**config.mk**
```make
export PLATFORM = sky130hd
export DESIGN_NAME = smm_manager
export DESIGN_NICKNAME = d
export VERILOG_FILES = /design/src/smm_pkg.sv /design/src/smm_if.sv /design/src/smm_flash.sv /design/src/smm_manager.sv
export SDC_FILE = /design/constraint.sdc
export NUM_CORES = 1
export LEC_CHECK = 0
export BUFFER_PORTS_ARGS = -buffer_cell sky130_fd_sc_hd__buf_2
export CORE_MARGIN = 3
export CORE_UTILIZATION = 40
export DETAILED_ROUTE_END_ITERATION = 16
export PLACE_DENSITY_LB_ADDON = 0.25
export SLEW_MARGIN = 40
export SYNTH_ARGS = -nofsm -noshare
export SYNTH_HDL_FRONTEND = slang
export SYNTH_SLANG_ARGS = --single-unit
```
**constraint.sdc**
```tcl
create_clock -name core_clk -period 3.4 [get_ports core_clk]
set_input_delay 0.34 -clock core_clk [delete_from_list [all_inputs] [get_ports core_clk]]
set_output_delay 0.34 -clock core_clk [all_outputs]
set_load 0.01 [all_outputs]
```
**src/smm_pkg.sv**
```systemverilog
package smm_pkg;
  // ------------------------------------------------------------
  // register offsets (word index on the plain register port)
  // ------------------------------------------------------------
  localparam logic [3:0] REG_CTRL = 4'h0;
  localparam logic [3:0] REG_CMD = 4'h1;
  localparam logic [3:0] REG_STATUS = 4'h2;
  localparam logic [3:0] REG_IRQ_STAT = 4'h3;
  localparam logic [3:0] REG_IRQ_MASK = 4'h4;
  localparam logic [3:0] REG_COPRO_WORD = 4'h5;
  localparam logic [3:0] REG_CTRL_WORD = 4'h6;
  localparam logic [3:0] REG_LOG_COUNT = 4'h7;
  // ------------------------------------------------------------
  // control register bits
  // ------------------------------------------------------------
  localparam int CTRL_AUTH_EN = 0;
  localparam int CTRL_DEBUG = 1;
  localparam int CTRL_BREAK = 2;
  localparam int CTRL_WATCH = 3;
  localparam int CTRL_FORCE = 4;
  localparam int CTRL_APP_VALID = 5;
  localparam int CTRL_TEST_DONE = 6;
  localparam int CTRL_EXT_BAD = 7;
  localparam int CTRL_W = 8;
  // ------------------------------------------------------------
  // command register bits, write one to issue
  // ------------------------------------------------------------
  localparam int CMD_TO_MAINT = 0;
  localparam int CMD_TO_SAFE = 1;
  localparam int CMD_DISCONNECT = 2;
  localparam int CMD_HOST_ALIVE = 3;
  // ------------------------------------------------------------
  // interrupt bits
  // ------------------------------------------------------------
  localparam int IRQ_SAFE_ENTER = 0;
  localparam int IRQ_SAFE_EXIT = 1;
  localparam int IRQ_REFUSED = 2;
  localparam int IRQ_TIMEOUT = 3;
  localparam int IRQ_W = 4;
  // ------------------------------------------------------------
  // mode status words and reset values
  // ------------------------------------------------------------
  localparam logic [15:0] WORD_COPRO_MAINT = 16'hA501;
  localparam logic [15:0] WORD_CTRL_MAINT = 16'h501A;
  localparam logic [15:0] WORD_SAFE = 16'h5AFE;
  localparam logic [15:0] WORD_IDLE = 16'h0000;
  localparam logic [CTRL_W-1:0] CTRL_RESET = 8'h00;
  localparam logic [IRQ_W-1:0] IRQ_RESET = 4'h0;
  // ------------------------------------------------------------
  // timing
  // ------------------------------------------------------------
  localparam int CLK_HZ = 20_000_000;
  localparam int LINK_LOSS_S = 50;
  localparam longint LINK_LOSS_CYC = longint'(LINK_LOSS_S) * CLK_HZ;
  localparam int FLASH_HZ = 2;
  localparam int FLASH_HALF_CYC = CLK_HZ / (2 * FLASH_HZ);
  // ------------------------------------------------------------
  // operating states
  // ------------------------------------------------------------
  typedef enum logic [1:0] {
    ST_SELF_TEST = 2'b00,
    ST_NO_CONFIG = 2'b01,
    ST_SAFETY = 2'b10,
    ST_MAINT = 2'b11
  } smm_state_t;
endpackage
```
**src/smm_if.sv**
```systemverilog
`timescale 1ns/100ps
interface smm_if;
  logic tick;
  logic maint;
  logic led_safety;
  modport src (output tick, input maint, output led_safety);
  modport dst (input tick, output maint, input led_safety);
endinterface

```
**src/smm_flash.sv**
```systemverilog
`timescale 1ns/100ps
module smm_flash
  import smm_pkg::*;
#(
  parameter int HALF_CYC = FLASH_HALF_CYC
) (
  // clock and reset
  input wire logic core_clk,
  input wire logic resetn,
  // link to the manager
  smm_if.src led
);
  logic [31:0] cnt_reg, cnt_next;
  logic phase_reg, phase_next;
  logic wrap;

  assign wrap = (cnt_reg == 32'(HALF_CYC - 1));

  always_comb begin
    cnt_next = wrap ? 32'h0000_0000 : cnt_reg + 32'h0000_0001;
    phase_next = wrap ? ~phase_reg : phase_reg;
  end

  always_ff @(posedge core_clk) begin
    if (!resetn) begin
      cnt_reg <= 32'h0000_0000;
      phase_reg <= 1'b0;
    end else begin
      cnt_reg <= cnt_next;
      phase_reg <= phase_next;
    end
  end

  assign led.tick = wrap;
  // steady in safety, blinking in maintenance
  assign led.led_safety = led.maint ? phase_reg : 1'b1;
endmodule

```
**src/smm_manager.sv**
```systemverilog
`timescale 1ns/100ps
// How it works
// - configured authorization bit must be one
// - authorization input in error counts as one
// - forcing kept until next maintenance entry
// - host command returns to safety mode
// - fifty seconds without host returns safety
// - debug, breakpoint, watchpoint block safety switch except on standby takeover
// - host command enters maintenance when allowed
// - log every safety entry and exit
// - led flashes maintenance, steady in safety
// - maintenance words A501 and 501A
// - safety puts 5AFE in status words
// - self-test holds while extender unterminated
// - invalid application means no-configuration state
// - valid application powers up in safety
// - disconnect command returns to safety mode
// - dual execution kept, compare off in maintenance
// - standby takeover forces safety mode
module smm_manager
  import smm_pkg::*;
#(
  parameter longint LOSS_CYC = LINK_LOSS_CYC
) (
  // clock and reset
  input wire logic core_clk,
  input wire logic resetn,
  // register port
  input wire logic [3:0] reg_addr,
  input wire logic [15:0] reg_wdata,
  input wire logic reg_wr,
  input wire logic reg_rd,
  output logic [15:0] reg_rdata,
  // plant inputs
  input wire logic maintenance_authorization_input,
  input wire logic auth_input_error,
  input wire logic standby_takeover,
  // outputs
  output logic safety_mode_led,
  output logic copro_safety_mode_led,
  output logic dual_exec_compare_en,
  output logic forcing_active,
  output logic log_event,
  output logic irq
);
  smm_if led_if ();

  smm_flash #(
    .HALF_CYC(FLASH_HALF_CYC)
  ) u_flash (
    .core_clk(core_clk),
    .resetn(resetn),
    .led(led_if.src)
  );

  // ------------------------------------------------------------
  // state
  // ------------------------------------------------------------
  smm_state_t state_reg, state_next;
  logic [CTRL_W-1:0] ctrl_reg, ctrl_next;
  logic [IRQ_W-1:0] irq_stat_reg, irq_stat_next;
  logic [IRQ_W-1:0] irq_mask_reg, irq_mask_next;
  logic [15:0] rdata_reg, rdata_next;
  logic [15:0] log_cnt_reg, log_cnt_next;
  logic [63:0] loss_reg, loss_next;
  logic force_reg, force_next;
  logic log_reg, log_next;

  logic wr_ctrl, wr_cmd, wr_irq, wr_mask;
  logic cmd_maint, cmd_safe, cmd_disc, cmd_alive;
  logic auth_ok, debug_block, timeout, enter_safe, leave_safe, refused;
  logic [IRQ_W-1:0] ev;

  function automatic logic wr_hit(input logic [3:0] a);
    return reg_wr && (reg_addr == a);
  endfunction

  assign wr_ctrl = wr_hit(REG_CTRL);
  assign wr_cmd = wr_hit(REG_CMD);
  assign wr_irq = wr_hit(REG_IRQ_STAT);
  assign wr_mask = wr_hit(REG_IRQ_MASK);
  assign cmd_maint = wr_cmd && reg_wdata[CMD_TO_MAINT];
  assign cmd_safe = wr_cmd && reg_wdata[CMD_TO_SAFE];
  assign cmd_disc = wr_cmd && reg_wdata[CMD_DISCONNECT];
  assign cmd_alive = wr_cmd && reg_wdata[CMD_HOST_ALIVE];

  // ------------------------------------------------------------
  // transition conditions
  // ------------------------------------------------------------
  // the bit is wired from a local input module by configuration
  // the input error flag makes the bit count as set
  assign auth_ok = !ctrl_reg[CTRL_AUTH_EN]
    || maintenance_authorization_input
    || auth_input_error;
  assign debug_block = ctrl_reg[CTRL_DEBUG] || ctrl_reg[CTRL_BREAK]
    || ctrl_reg[CTRL_WATCH];
  // the refusal also covers the automatic return, so the timer
  // can never tear down a live breakpoint session
  assign timeout = (loss_reg >= 64'(LOSS_CYC - 1)) && !debug_block;

  always_comb begin
    state_next = state_reg;
    refused = 1'b0;
    if (!ctrl_reg[CTRL_APP_VALID]) begin
      // an unterminated extender holds self-test even with no program
      if (state_reg != ST_SELF_TEST
        || (ctrl_reg[CTRL_TEST_DONE] && !ctrl_reg[CTRL_EXT_BAD])) begin
        state_next = ST_NO_CONFIG;
      end
    end else begin
      unique case (state_reg)
        ST_SELF_TEST: begin
          if (ctrl_reg[CTRL_TEST_DONE] && !ctrl_reg[CTRL_EXT_BAD]) begin
            state_next = ST_SAFETY;
          end
        end
        ST_NO_CONFIG: begin
          state_next = ST_SAFETY;
        end
        ST_SAFETY: begin
          if (cmd_maint && !standby_takeover) begin
            if (auth_ok && !debug_block) begin
              state_next = ST_MAINT;
            end else begin
              refused = 1'b1;
            end
          end
        end
        ST_MAINT: begin
          if (standby_takeover) begin
            state_next = ST_SAFETY;
          end else if (cmd_safe || cmd_disc) begin
            if (debug_block) begin
              refused = 1'b1;
            end else begin
              state_next = ST_SAFETY;
            end
          end else if (timeout) begin
            state_next = ST_SAFETY;
          end
        end
      endcase
    end
  end

  assign enter_safe = (state_next == ST_SAFETY) && (state_reg != ST_SAFETY);
  assign leave_safe = (state_reg == ST_SAFETY) && (state_next != ST_SAFETY);

  // ------------------------------------------------------------
  // registers, timer, log, interrupts
  // ------------------------------------------------------------
  assign ev = {timeout && (state_reg == ST_MAINT), refused,
    leave_safe, enter_safe};

  always_comb begin
    ctrl_next = wr_ctrl ? reg_wdata[CTRL_W-1:0] : ctrl_reg;
    irq_mask_next = wr_mask ? reg_wdata[IRQ_W-1:0] : irq_mask_reg;
    // set wins over a write-one clear in the same cycle
    irq_stat_next = (irq_stat_reg
      & ~(wr_irq ? reg_wdata[IRQ_W-1:0] : IRQ_RESET)) | ev;
    if (state_reg != ST_MAINT || cmd_alive) begin
      loss_next = 64'h0;
    end else begin
      loss_next = loss_reg + 64'h1;
    end
    // forcing survives the return to safety until next entry
    if (state_reg == ST_SAFETY && state_next == ST_MAINT) begin
      force_next = ctrl_reg[CTRL_FORCE];
    end else if (state_reg == ST_MAINT) begin
      force_next = ctrl_reg[CTRL_FORCE];
    end else begin
      force_next = force_reg;
    end
    log_next = enter_safe || leave_safe;
    log_cnt_next = log_cnt_reg + {15'h0000, log_next};
    rdata_next = WORD_IDLE;
    if (reg_rd) begin
      unique case (reg_addr)
        REG_CTRL: rdata_next = {8'h00, ctrl_reg};
        REG_STATUS: rdata_next = {13'h0000, force_reg, state_reg};
        REG_IRQ_STAT: rdata_next = {12'h000, irq_stat_reg};
        REG_IRQ_MASK: rdata_next = {12'h000, irq_mask_reg};
        REG_COPRO_WORD: rdata_next = copro_word(state_reg);
        REG_CTRL_WORD: rdata_next = ctrl_word(state_reg);
        REG_LOG_COUNT: rdata_next = log_cnt_reg;
        default: rdata_next = WORD_IDLE;
      endcase
    end
  end

  function automatic logic [15:0] copro_word(input smm_state_t s);
    if (s == ST_MAINT) return WORD_COPRO_MAINT;
    if (s == ST_SAFETY) return WORD_SAFE;
    return WORD_IDLE;
  endfunction

  function automatic logic [15:0] ctrl_word(input smm_state_t s);
    if (s == ST_MAINT) return WORD_CTRL_MAINT;
    if (s == ST_SAFETY) return WORD_SAFE;
    return WORD_IDLE;
  endfunction

  always_ff @(posedge core_clk) begin
    if (!resetn) begin
      state_reg <= ST_SELF_TEST;
      ctrl_reg <= CTRL_RESET;
      irq_stat_reg <= IRQ_RESET;
      irq_mask_reg <= IRQ_RESET;
      rdata_reg <= WORD_IDLE;
      log_cnt_reg <= 16'h0000;
      loss_reg <= 64'h0;
      force_reg <= 1'b0;
      log_reg <= 1'b0;
    end else begin
      state_reg <= state_next;
      ctrl_reg <= ctrl_next;
      irq_stat_reg <= irq_stat_next;
      irq_mask_reg <= irq_mask_next;
      rdata_reg <= rdata_next;
      log_cnt_reg <= log_cnt_next;
      loss_reg <= loss_next;
      force_reg <= force_next;
      log_reg <= log_next;
    end
  end

  // ------------------------------------------------------------
  // outputs
  // ------------------------------------------------------------
  assign led_if.maint = (state_reg == ST_MAINT);
  assign safety_mode_led = (state_reg == ST_SAFETY || state_reg == ST_MAINT)
    && led_if.led_safety;
  assign copro_safety_mode_led = safety_mode_led;
  // both copies still run; only the comparison is switched off
  assign dual_exec_compare_en = (state_reg != ST_MAINT);
  assign forcing_active = force_reg;
  assign log_event = log_reg;
  assign reg_rdata = rdata_reg;
  assign irq = |(irq_stat_reg & irq_mask_reg);
endmodule

```
Yosys cells after proc, flatten, opt, wreduce, memory -nomap -nowiden
Cells that the tools add are included.
- $add $sub $neg: 3
- multiply operators: 0
- divide/modulo/power cells: 0
- $lt $le $gt $ge: 1
- eq/ne operators: 16
- shift-type cells: 0
- mux-type cells: 42
- bitwise logic cells: 6
- reduce and logical (&&, ||, !) cells: 38
- operators with widths (operator ; number):
    16-bit two-way mux ; 8
    16-bit case mux with 7 select lines ; 1
    64-bit by 1-bit adder with 64-bit output, second input constant ; 1
    64-bit by 30-bit greater-or-equal comparator with 1-bit output, second input constant ; 1
    32-bit by 1-bit adder with 32-bit output, second input constant ; 1
    32-bit by 23-bit equality test with 1-bit output, second input constant ; 1
    1-bit two-way mux ; 21
    2-bit two-way mux ; 9
    1-bit logical AND ; 17
    16-bit by 1-bit adder with 16-bit output ; 1
    4-bit by 3-bit equality test with 1-bit output, second input constant ; 4
    1-bit logical OR ; 9
    4-bit AND ; 2
    2-bit equality test, second input constant ; 4
    4-bit by 2-bit equality test with 1-bit output, second input constant ; 2
    2-bit case mux with 4 select lines ; 1
    2-bit != test, second input constant ; 3
    4-bit by 1-bit equality test with 1-bit output, second input constant ; 1
    1-bit zero test ; 4
    4-bit zero test ; 1
    4-bit two-way mux ; 1
    4-bit inverter ; 1
    4-bit bitwise OR ; 1
    2-bit nonzero test ; 2
    other kinds (7) ; 9
- register bits: 149
- bits in latches: 0
- bits in writable memories: 0
- ROM bits: 0
- output and inout bits: 22
- word-level logic and storage cells: 117
- memories: 0

Depth between registers and ports, before layout
Gate-level depths: netlist of run 1.
- word-level depth: 13
- mapped depth: 14

Modules after synthesis
A second synthesis of run 1 with hierarchy kept.
- cell total of the unflattened synthesis: 851
- area total of the unflattened synthesis: 7138.1 um^2
- modules (own cells, without submodules) (module ; times used ; cells an instance ; area an instance (um^2)):
    smm_manager ; 1 ; 659 ; 5484.0
    smm_flash ; 1 ; 192 ; 1654.1

Least setup slack after synthesis of run 1
Ideal clock, no wire load.
- path type: in2reg
- start point: input port reg_addr[2]
- end point: register log_cnt_reg[14]
- library setup time: 0.115 ns
- arrival time: 2.796 ns
- data required time: 3.285 ns
- slack: 0.489 ns
- stages on the path: 14
- path buffers: 1
- cells stage by stage: clkbuf_1 > nor2_1 > and3_1 > a211oi_1 > nand4_1 > nand3_1 > ha_1 > inv_1 > ha_1 > ha_1 > nand2_1 > nor4_1 > xor2_1 > and2_1
- word-level cells in the longest chain between the ends: 12
- elaborated cells on any way between the ends: 18
- those cells by class: add/sub (1); eq/ne (3); mux (5); reduce/logical (9)
- ends and longest elaborated chain (what ; RTL line ; source):
    start, declared ; smm_manager.sv:29 ; input wire logic [3:0] reg_addr,
    4-bit by 1-bit equality test with 1-bit output (*) ; smm_manager.sv:75 ; return reg_wr && (reg_addr == a);
    1-bit logical AND (*) ; smm_manager.sv:75 ;
    1-bit logical AND, on equally long branches ; smm_manager.sv:83, smm_manager.sv:84 ;
    1-bit logical OR ; smm_manager.sv:132 ; end else if (cmd_safe || cmd_disc) begin
    2-bit two-way mux ; smm_manager.sv:132 ;
    2-bit two-way mux ; smm_manager.sv:130 ; if (standby_takeover) begin
    2-bit case mux with 4 select lines (*) ; smm_manager.sv:111 ; unique case (state_reg)
    2-bit two-way mux (*) ; smm_manager.sv:104 ; if (!ctrl_reg[CTRL_APP_VALID]) begin
    2-bit equality test or 2-bit != test (tied branches) ; smm_manager.sv:146, smm_manager.sv:147 ;
    1-bit logical AND, on equally long branches ; smm_manager.sv:146, smm_manager.sv:147 ;
    1-bit logical OR (*) ; smm_manager.sv:174 ; log_next = enter_safe || leave_safe;
    named net log_next ; smm_manager.sv:67 ; logic log_reg, log_next;
    16-bit by 1-bit adder with 16-bit output (*) ; smm_manager.sv:175 ; log_cnt_next = log_cnt_reg + {15'h0000, log_next};
    end signal, assigned ; smm_manager.sv:220 ; log_cnt_reg <= log_cnt_next;
    end, declared ; smm_manager.sv:64 ; logic [15:0] log_cnt_reg, log_cnt_next;
Mark *: on every way through the listed nets, which the timed path passes. The rest lies on a longest branch.
A chain may end at the register's enable or synchronous reset.

Worst setup path in the final report of run 1
- start point: register loss_reg[0]
- end point: register log_cnt_reg[14]
- word-level cells in the longest chain between the ends: 11
- elaborated cells on any way between the ends: 13
- those cells by class: add/sub (1); order compare (1); eq/ne (2); mux (5); reduce/logical (4)
- ends and longest elaborated chain (what ; RTL line ; source):
    start, declared ; smm_manager.sv:65 ; logic [63:0] loss_reg, loss_next;
    start signal, assigned ; smm_manager.sv:221 ; loss_reg <= loss_next;
    64-bit by 30-bit greater-or-equal comparator with 1-bit output (*) ; smm_manager.sv:99 ; assign timeout = (loss_reg >= 64'(LOSS_CYC - 1)) && !debug_block;
    1-bit logical AND (*) ; smm_manager.sv:99 ;
    2-bit two-way mux (*) ; smm_manager.sv:138 ; end else if (timeout) begin
    2-bit two-way mux (*) ; smm_manager.sv:132 ;
    2-bit two-way mux (*) ; smm_manager.sv:130 ;
    2-bit case mux with 4 select lines (*) ; smm_manager.sv:111 ;
    2-bit two-way mux (*) ; smm_manager.sv:104 ;
    2-bit equality test or 2-bit != test (tied branches) ; smm_manager.sv:146, smm_manager.sv:147 ;
    1-bit logical AND, on equally long branches ; smm_manager.sv:146, smm_manager.sv:147 ;
    1-bit logical OR (*) ; smm_manager.sv:174 ;
    named net log_next ; smm_manager.sv:67 ;
    16-bit by 1-bit adder with 16-bit output (*) ; smm_manager.sv:175 ;
Marked as above.

==> results of run 1 <==
report_power, final:
part | switching [uW] | internal, uW | leakage [uW]
logic | 44.9 | 25.8 | 0.00141
registers | 5.32 | 1750 | 0.00120
clock network | 799 | 1050 | 0.000281
Yosys cell counts, drive strengths merged (20+ instances only):
library cell,instances
or4,27
o31ai,24
nand3,54
inv,21
nand2,54
xor2,51
a21oi,50
nor2b,20
xnor2,22
nor4,25
nor2,90
clkbuf,30
and2,24
nand4,47
dfxtp,149
critical path, stage by stage, from the launching register on:
cell	delay, ps
dfxtp_1	350
ha_1	230
nand4_1	180
o31ai_2	260
nand4_1	200
nand4_1	170
nand3_1	100
ha_1	330
inv_1	60
ha_1	170
ha_1	180
nand2_1	120
nor4_1	370
xor2_1	100
and2_1	160
layout make-up:
cell class / instances / area share
inverters: 21 / 0.00958
flip-flops and latches: 149 / 0.363
well taps: 225 / 0.0342
repair buffers: 61 / 0.0450
clock inverters: 14 / 0.0170
clock buffers: 18 / 0.0534
multi-input cells: 622 / 0.478
metrics by stage:
stage / setup slack (ps) / hold slack, ps / std cells
finish: 299 / 162 / 1110
CTS: 92.2 / 151 / 1110
floorplan: 489 / 418 / 830
global placement: 163 / 434 / 1078
global route: 16.4 / 165 / 1110
detailed placement: 118 / 444 / 1078
worst paths after layout:
path                          end  depth (start not counted)
setup / recovery  log_cnt_reg[14]                         14
hold / removal        ctrl_reg[6]                          3
setup reg to reg  log_cnt_reg[14]                         14
hold reg to reg       loss_reg[0]                          1
cell families (layout without fill, tap and decap cells):
| kind of cell | count (synthesis) | after routing | synth area share |
|---|---|---|---|
| AOI/OAI and AO/OA | 115 | 115 | 0.101 |
| xor gates and xnor gates | 73 | 73 | 0.0901 |
| adders and majority gates | 6 | 6 | 0.0106 |
| buffers and inverters | 59 | 114 | 0.0330 |
| DFF | 149 | 149 | 0.420 |
| muxes | 21 | 21 | 0.0307 |
| and+or+nand+nor | 407 | 407 | 0.314 |
metal layers:
layer	vias up	GRT usage
li1	3098	-
met1	2809	0.246
met2	127	0.246
met3	22	0.0372
met4	0	0.0582
met5	-	0
what timing repair did:
item,in CTS,in global routing
setup endpoints to repair,0,5
hold endpoints to repair,0,0
hold buffers,0,0
gates resized for setup,0,4
==> metrics.txt, run 1 <==
status finished, final reports clean; Syn Inst Count 830; commonest non-fill, non-tap cell in the layout dfxtp_1; largest net degree at the start of global routing 39; worst hold path type input pin to register; Avg WL per Cell 14.6 um; setup TNS 0 ps; Synth area leaders dfxtp_1 (42%), xor2_1 (6.3%), nor2_1 (4.8%), nand4_1 (4.1%), nand3_1 (3.8%); placed cell area 7610 um^2; fillers 1703; chip height 139 um; iteration-0 DRC count of the detailed router 424; CP Launch Point loss_reg[0]; clock skew 7.91 ps; sequential share of the synthesized area 0.420; io pins 49; Max Cap Viol 0; Worst slew margin 0.549; Synth cell types 56; Post-Synthesis Cell Area 7100 um^2; worst r2r src loss_reg[0]; deepest level of the CTS H-tree 4; register bit total from synthesis 149; Reg area 2980 um^2; PD cells 447 nW/um^2; Pleak 0.00289 uW; grt total ovfl 0; Main synth FF type dfxtp_1; Crit. End Element register; r2r setup slk 300 ps; most frequent cells in the layout dfxtp_1 (149), nor2_1 (90), nand2_1 (54), nand3_1 (54), xor2_1 (51); Starting Density 0.409; CP arrival 3430 ps; vias per cell 5.46; Slew Viols, Final 0; top sig layer met4; top cell type by total area after synthesis dfxtp_1; First-pass DRT Iterations 5; M1 WL 8240 um; core area 17400 um^2; Tot Pwr 3680 uW; GP Congestion 0.879; Die ar. 19400 um^2; Worst Max-Slew Pin Slew 675 ps; # setup viols final 0; die width 139 um; Critical Path Fanout Max 5; Buffers on Ports 40; startpoint types register; critical path class register to register; number of flip-flops under the largest register name 64; Async S/R FF share, synth 0; min-delay src reg_wdata[6]; clk buf depth 2; Setup Buffers After CTS 0; Residual DRC 0; vias in the first global route 5481; WL met2 6930 um; Synth Warn # 0; DRT Wirelength 16200 um; share of layout cells above drive strength 1 0.133; final period utilization 0.912; antenna cell count 0; area share of the largest cell type after synthesis 0.420; Syn Area/Cell 8.55 um^2; Fmax 322 MHz; Global Route Usage Sum 0.169; CTS root buf clkbuf_16; Clock Latency Late Sink 430 ps; routed wl met3 734 um; Core Rows 48; first-pass GRT wire length 27600 um; vias 6056; area of the multi-input gates 3930 um^2; CTS Sinks 149; CTS buffer count 17; Worst VDD drop 0.284 mV; Post-DRT Antenna Nets 0; fin crit period 3100 ps; TritonCTS clock tree done; Finished Cell Area 8230 um^2; syn nets 863; Post-synth EDFFs 0; Util after Layout 0.474; RSZ-0062 raised after global routing false; hpwl dp 11000 um; final hold violations 0; clock-pin transition on the worst setup and hold timing paths 70 ps; Worst EP required 3720 ps; Final #Nets 905; initial antenna violation count 0; Layout area overhead 15.9%
(Power assumes the default switching activity.)
==> run 2: changes to the inputs <==
- CORE_UTILIZATION: 40 -> 30
==> run 2 against run 1 <==
Compared with the run above: flip-flop and latch count unchanged; setup slack improved by 20 ps; clock skew increased by 2.1 ps; clock-buffer cell count unchanged; final cell count increased by 8.3%; clock power decreased by 3%; core utilization decreased by 11 points; critical endpoint is now log_cnt_reg[13]; largest cell class unchanged.
==> metrics.txt, run 2 (synthesis results as in run 1) <==
status finished, final reports clean (unchanged); antenna cell count 0 (unchanged); final worst slack 319 ps (was 299 ps); Post-DRT Antenna Nets 0 (unchanged); Util after Layout 0.364 (was 0.474); fillers 2365 (was 1703); CTS root buf clkbuf_16 (unchanged); Core Rows 55 (was 48); chip height 160 um (was 139 um); grt total ovfl 0 (unchanged); CP Launch Point loss_reg[43] (was loss_reg[0]); Worst EP required 3720 ps (about the same); Crit. End Element register (unchanged); Clock Latency Late Sink 420 ps (was 430 ps); Setup Buffers After CTS 0 (unchanged); CP arrival 3400 ps (was 3430 ps); First-pass DRT Iterations 5 (unchanged); Worst VDD drop 0.328 mV (was 0.284 mV); PD cells 434 nW/um^2 (was 447 nW/um^2); hpwl dp 11600 um (was 11000 um); most frequent cells in the layout dfxtp_1 (149), nor2_1 (90), nand2_1 (54), nand3_1 (54), xor2_1 (51) (unchanged); vias in the first global route 5579 (was 5481); clock-pin transition on the worst setup and hold timing paths 60 ps (was 70 ps); fin crit period 3080 ps (was 3100 ps); crit path capture log_cnt_reg[13] (was log_cnt_reg[14]); Layout area overhead 17.6% (was 15.9%); Fmax 325 MHz (was 322 MHz); dpl cells 1171 (was 1078); CTS Sinks 149 (unchanged); RSZ-0062 raised after global routing false (unchanged); commonest non-fill, non-tap cell in the layout dfxtp_1 (unchanged); largest net degree at the start of global routing 33 (was 39); GP Congestion 0.813 (was 0.879); Slew Viols, Final 0 (unchanged); CTS buffer count 17 (unchanged); TritonCTS clock tree done (unchanged); share of layout cells above drive strength 1 0.137 (was 0.133); core area 22900 um^2 (was 17400 um^2); clk buf depth 2 (unchanged); Post-Layout Cell Count 1202 (was 1110); Residual DRC 0 (unchanged); # setup viols final 0 (unchanged); die width 160 um (was 139 um); vias per cell 5.07 (was 5.46); clock skew 10.0 ps (was 7.91 ps); initial antenna violation count 0 (unchanged); io pins 49 (unchanged); final period utilization 0.906 (was 0.912); startpoint types register (unchanged); Max Cap Viol 0 (unchanged); Buffers on Ports 40 (unchanged); Die ar. 25500 um^2 (was 19400 um^2); r2r setup slk 320 ps (was 300 ps); Pleak 0.00289 uW (about the same); first-pass GRT wire length 28300 um (was 27600 um); Starting Density 0.310 (was 0.409); Critical Path Fanout Max 5 (unchanged); Global Route Usage Sum 0.133 (was 0.169); final hold violations 0 (unchanged); Finished Cell Area 8340 um^2 (was 8230 um^2); Worst slew margin 0.526 (was 0.549); critical path class register to register (unchanged); Final #Nets 910 (was 905); setup TNS 0 ps (unchanged); deepest level of the CTS H-tree 4 (unchanged); number of flip-flops under the largest register name 64 (unchanged); iteration-0 DRC count of the detailed router 291 (was 424); worst r2r src loss_reg[43] (was loss_reg[0]); DRT Wirelength 16700 um (was 16200 um); vias 6099 (was 6056); Worst Max-Slew Pin Slew 705 ps (was 675 ps); R2R cell count 13 (was 14); DP Worst Slack 184 ps (was 118 ps); worst hold path type input pin to register (unchanged); RR Endpoint log_cnt_reg[13] (was log_cnt_reg[14]); placed cell area 7760 um^2 (was 7610 um^2); Avg WL per Cell 13.9 um (was 14.6 um)
run 2: changes by cell type in the layout (fill, tap and decap cells not counted), sizes merged:
cell    delta
buf        +5
clkinv     +6
inv        -7
run 2: power breakdown:
group          switching [uW]  internal (uW)
logic                    45.2           26.6
clock network             761           1030
registers                4.92           1750
run 2: layer usage:
layer | vias to the layer above | GRT usage | wire (um) | part of all wire
met5 | - | 0 | 0 | 0
li1 | 3107 | - | - | -
met3 | 20 | 0.0309 | 780 | 0.047
met4 | 0 | 0.0462 | 261 | 0.016
met2 | 143 | 0.198 | 7360 | 0.44
met1 | 2829 | 0.188 | 8290 | 0.50
run 2: area by class of cell:
type                       count  area [um^2]  share of cell area
inverter                      21         78.8             0.00945
clock buffer                  18          439              0.0526
multi-input combinational    622         3930               0.471
sequential                   149         2980               0.358
clock inverter                13          129              0.0154
tap                          313          392              0.0469
timing repair buffer          66          395              0.0474
run 2: repair_timing:
| item | CTS | global route |
|---|---|---|
| hold buffers | 0 | 0 |
| setup endpoints to repair | 0 | 3 |
| hold endpoints to repair | 0 | 0 |
| resized for setup | 0 | 3 |
run 2: how the worst min path moves through the flow:
stage          cells after the start         start  slack (ps)     endpoint
2_1_floorplan                      1   loss_reg[0]         420  loss_reg[0]
3_3_place_gp                       1   loss_reg[0]         440  loss_reg[0]
3_5_place_dp                       1   loss_reg[0]         440  loss_reg[0]
4_1_cts                            3  reg_wdata[4]         180  ctrl_reg[4]
5_1_grt                            3  reg_wdata[4]         180  ctrl_reg[4]
6_report                           3  reg_wdata[4]         200  ctrl_reg[4]
run 2: critical path, stage by stage (launching register included):
cell	delay [ps]
dfxtp_1	350
nor4_1	380
nand4_1	130
nor4_1	320
buf_4	180
nand4_1	140
nand3_1	130
ha_1	250
inv_1	60
ha_1	170
nand3_1	220
nor4_1	380
xor2_1	100
and2_1	160
run 2: stage by stage:
step | power, uW | hold WS [ps]
after floorplan | 1830 | 418
after global placement | 1870 | 436
after detailed placement | 1870 | 440
after CTS | 3680 | 180
after global routing | 3760 | 182
final | 3620 | 201
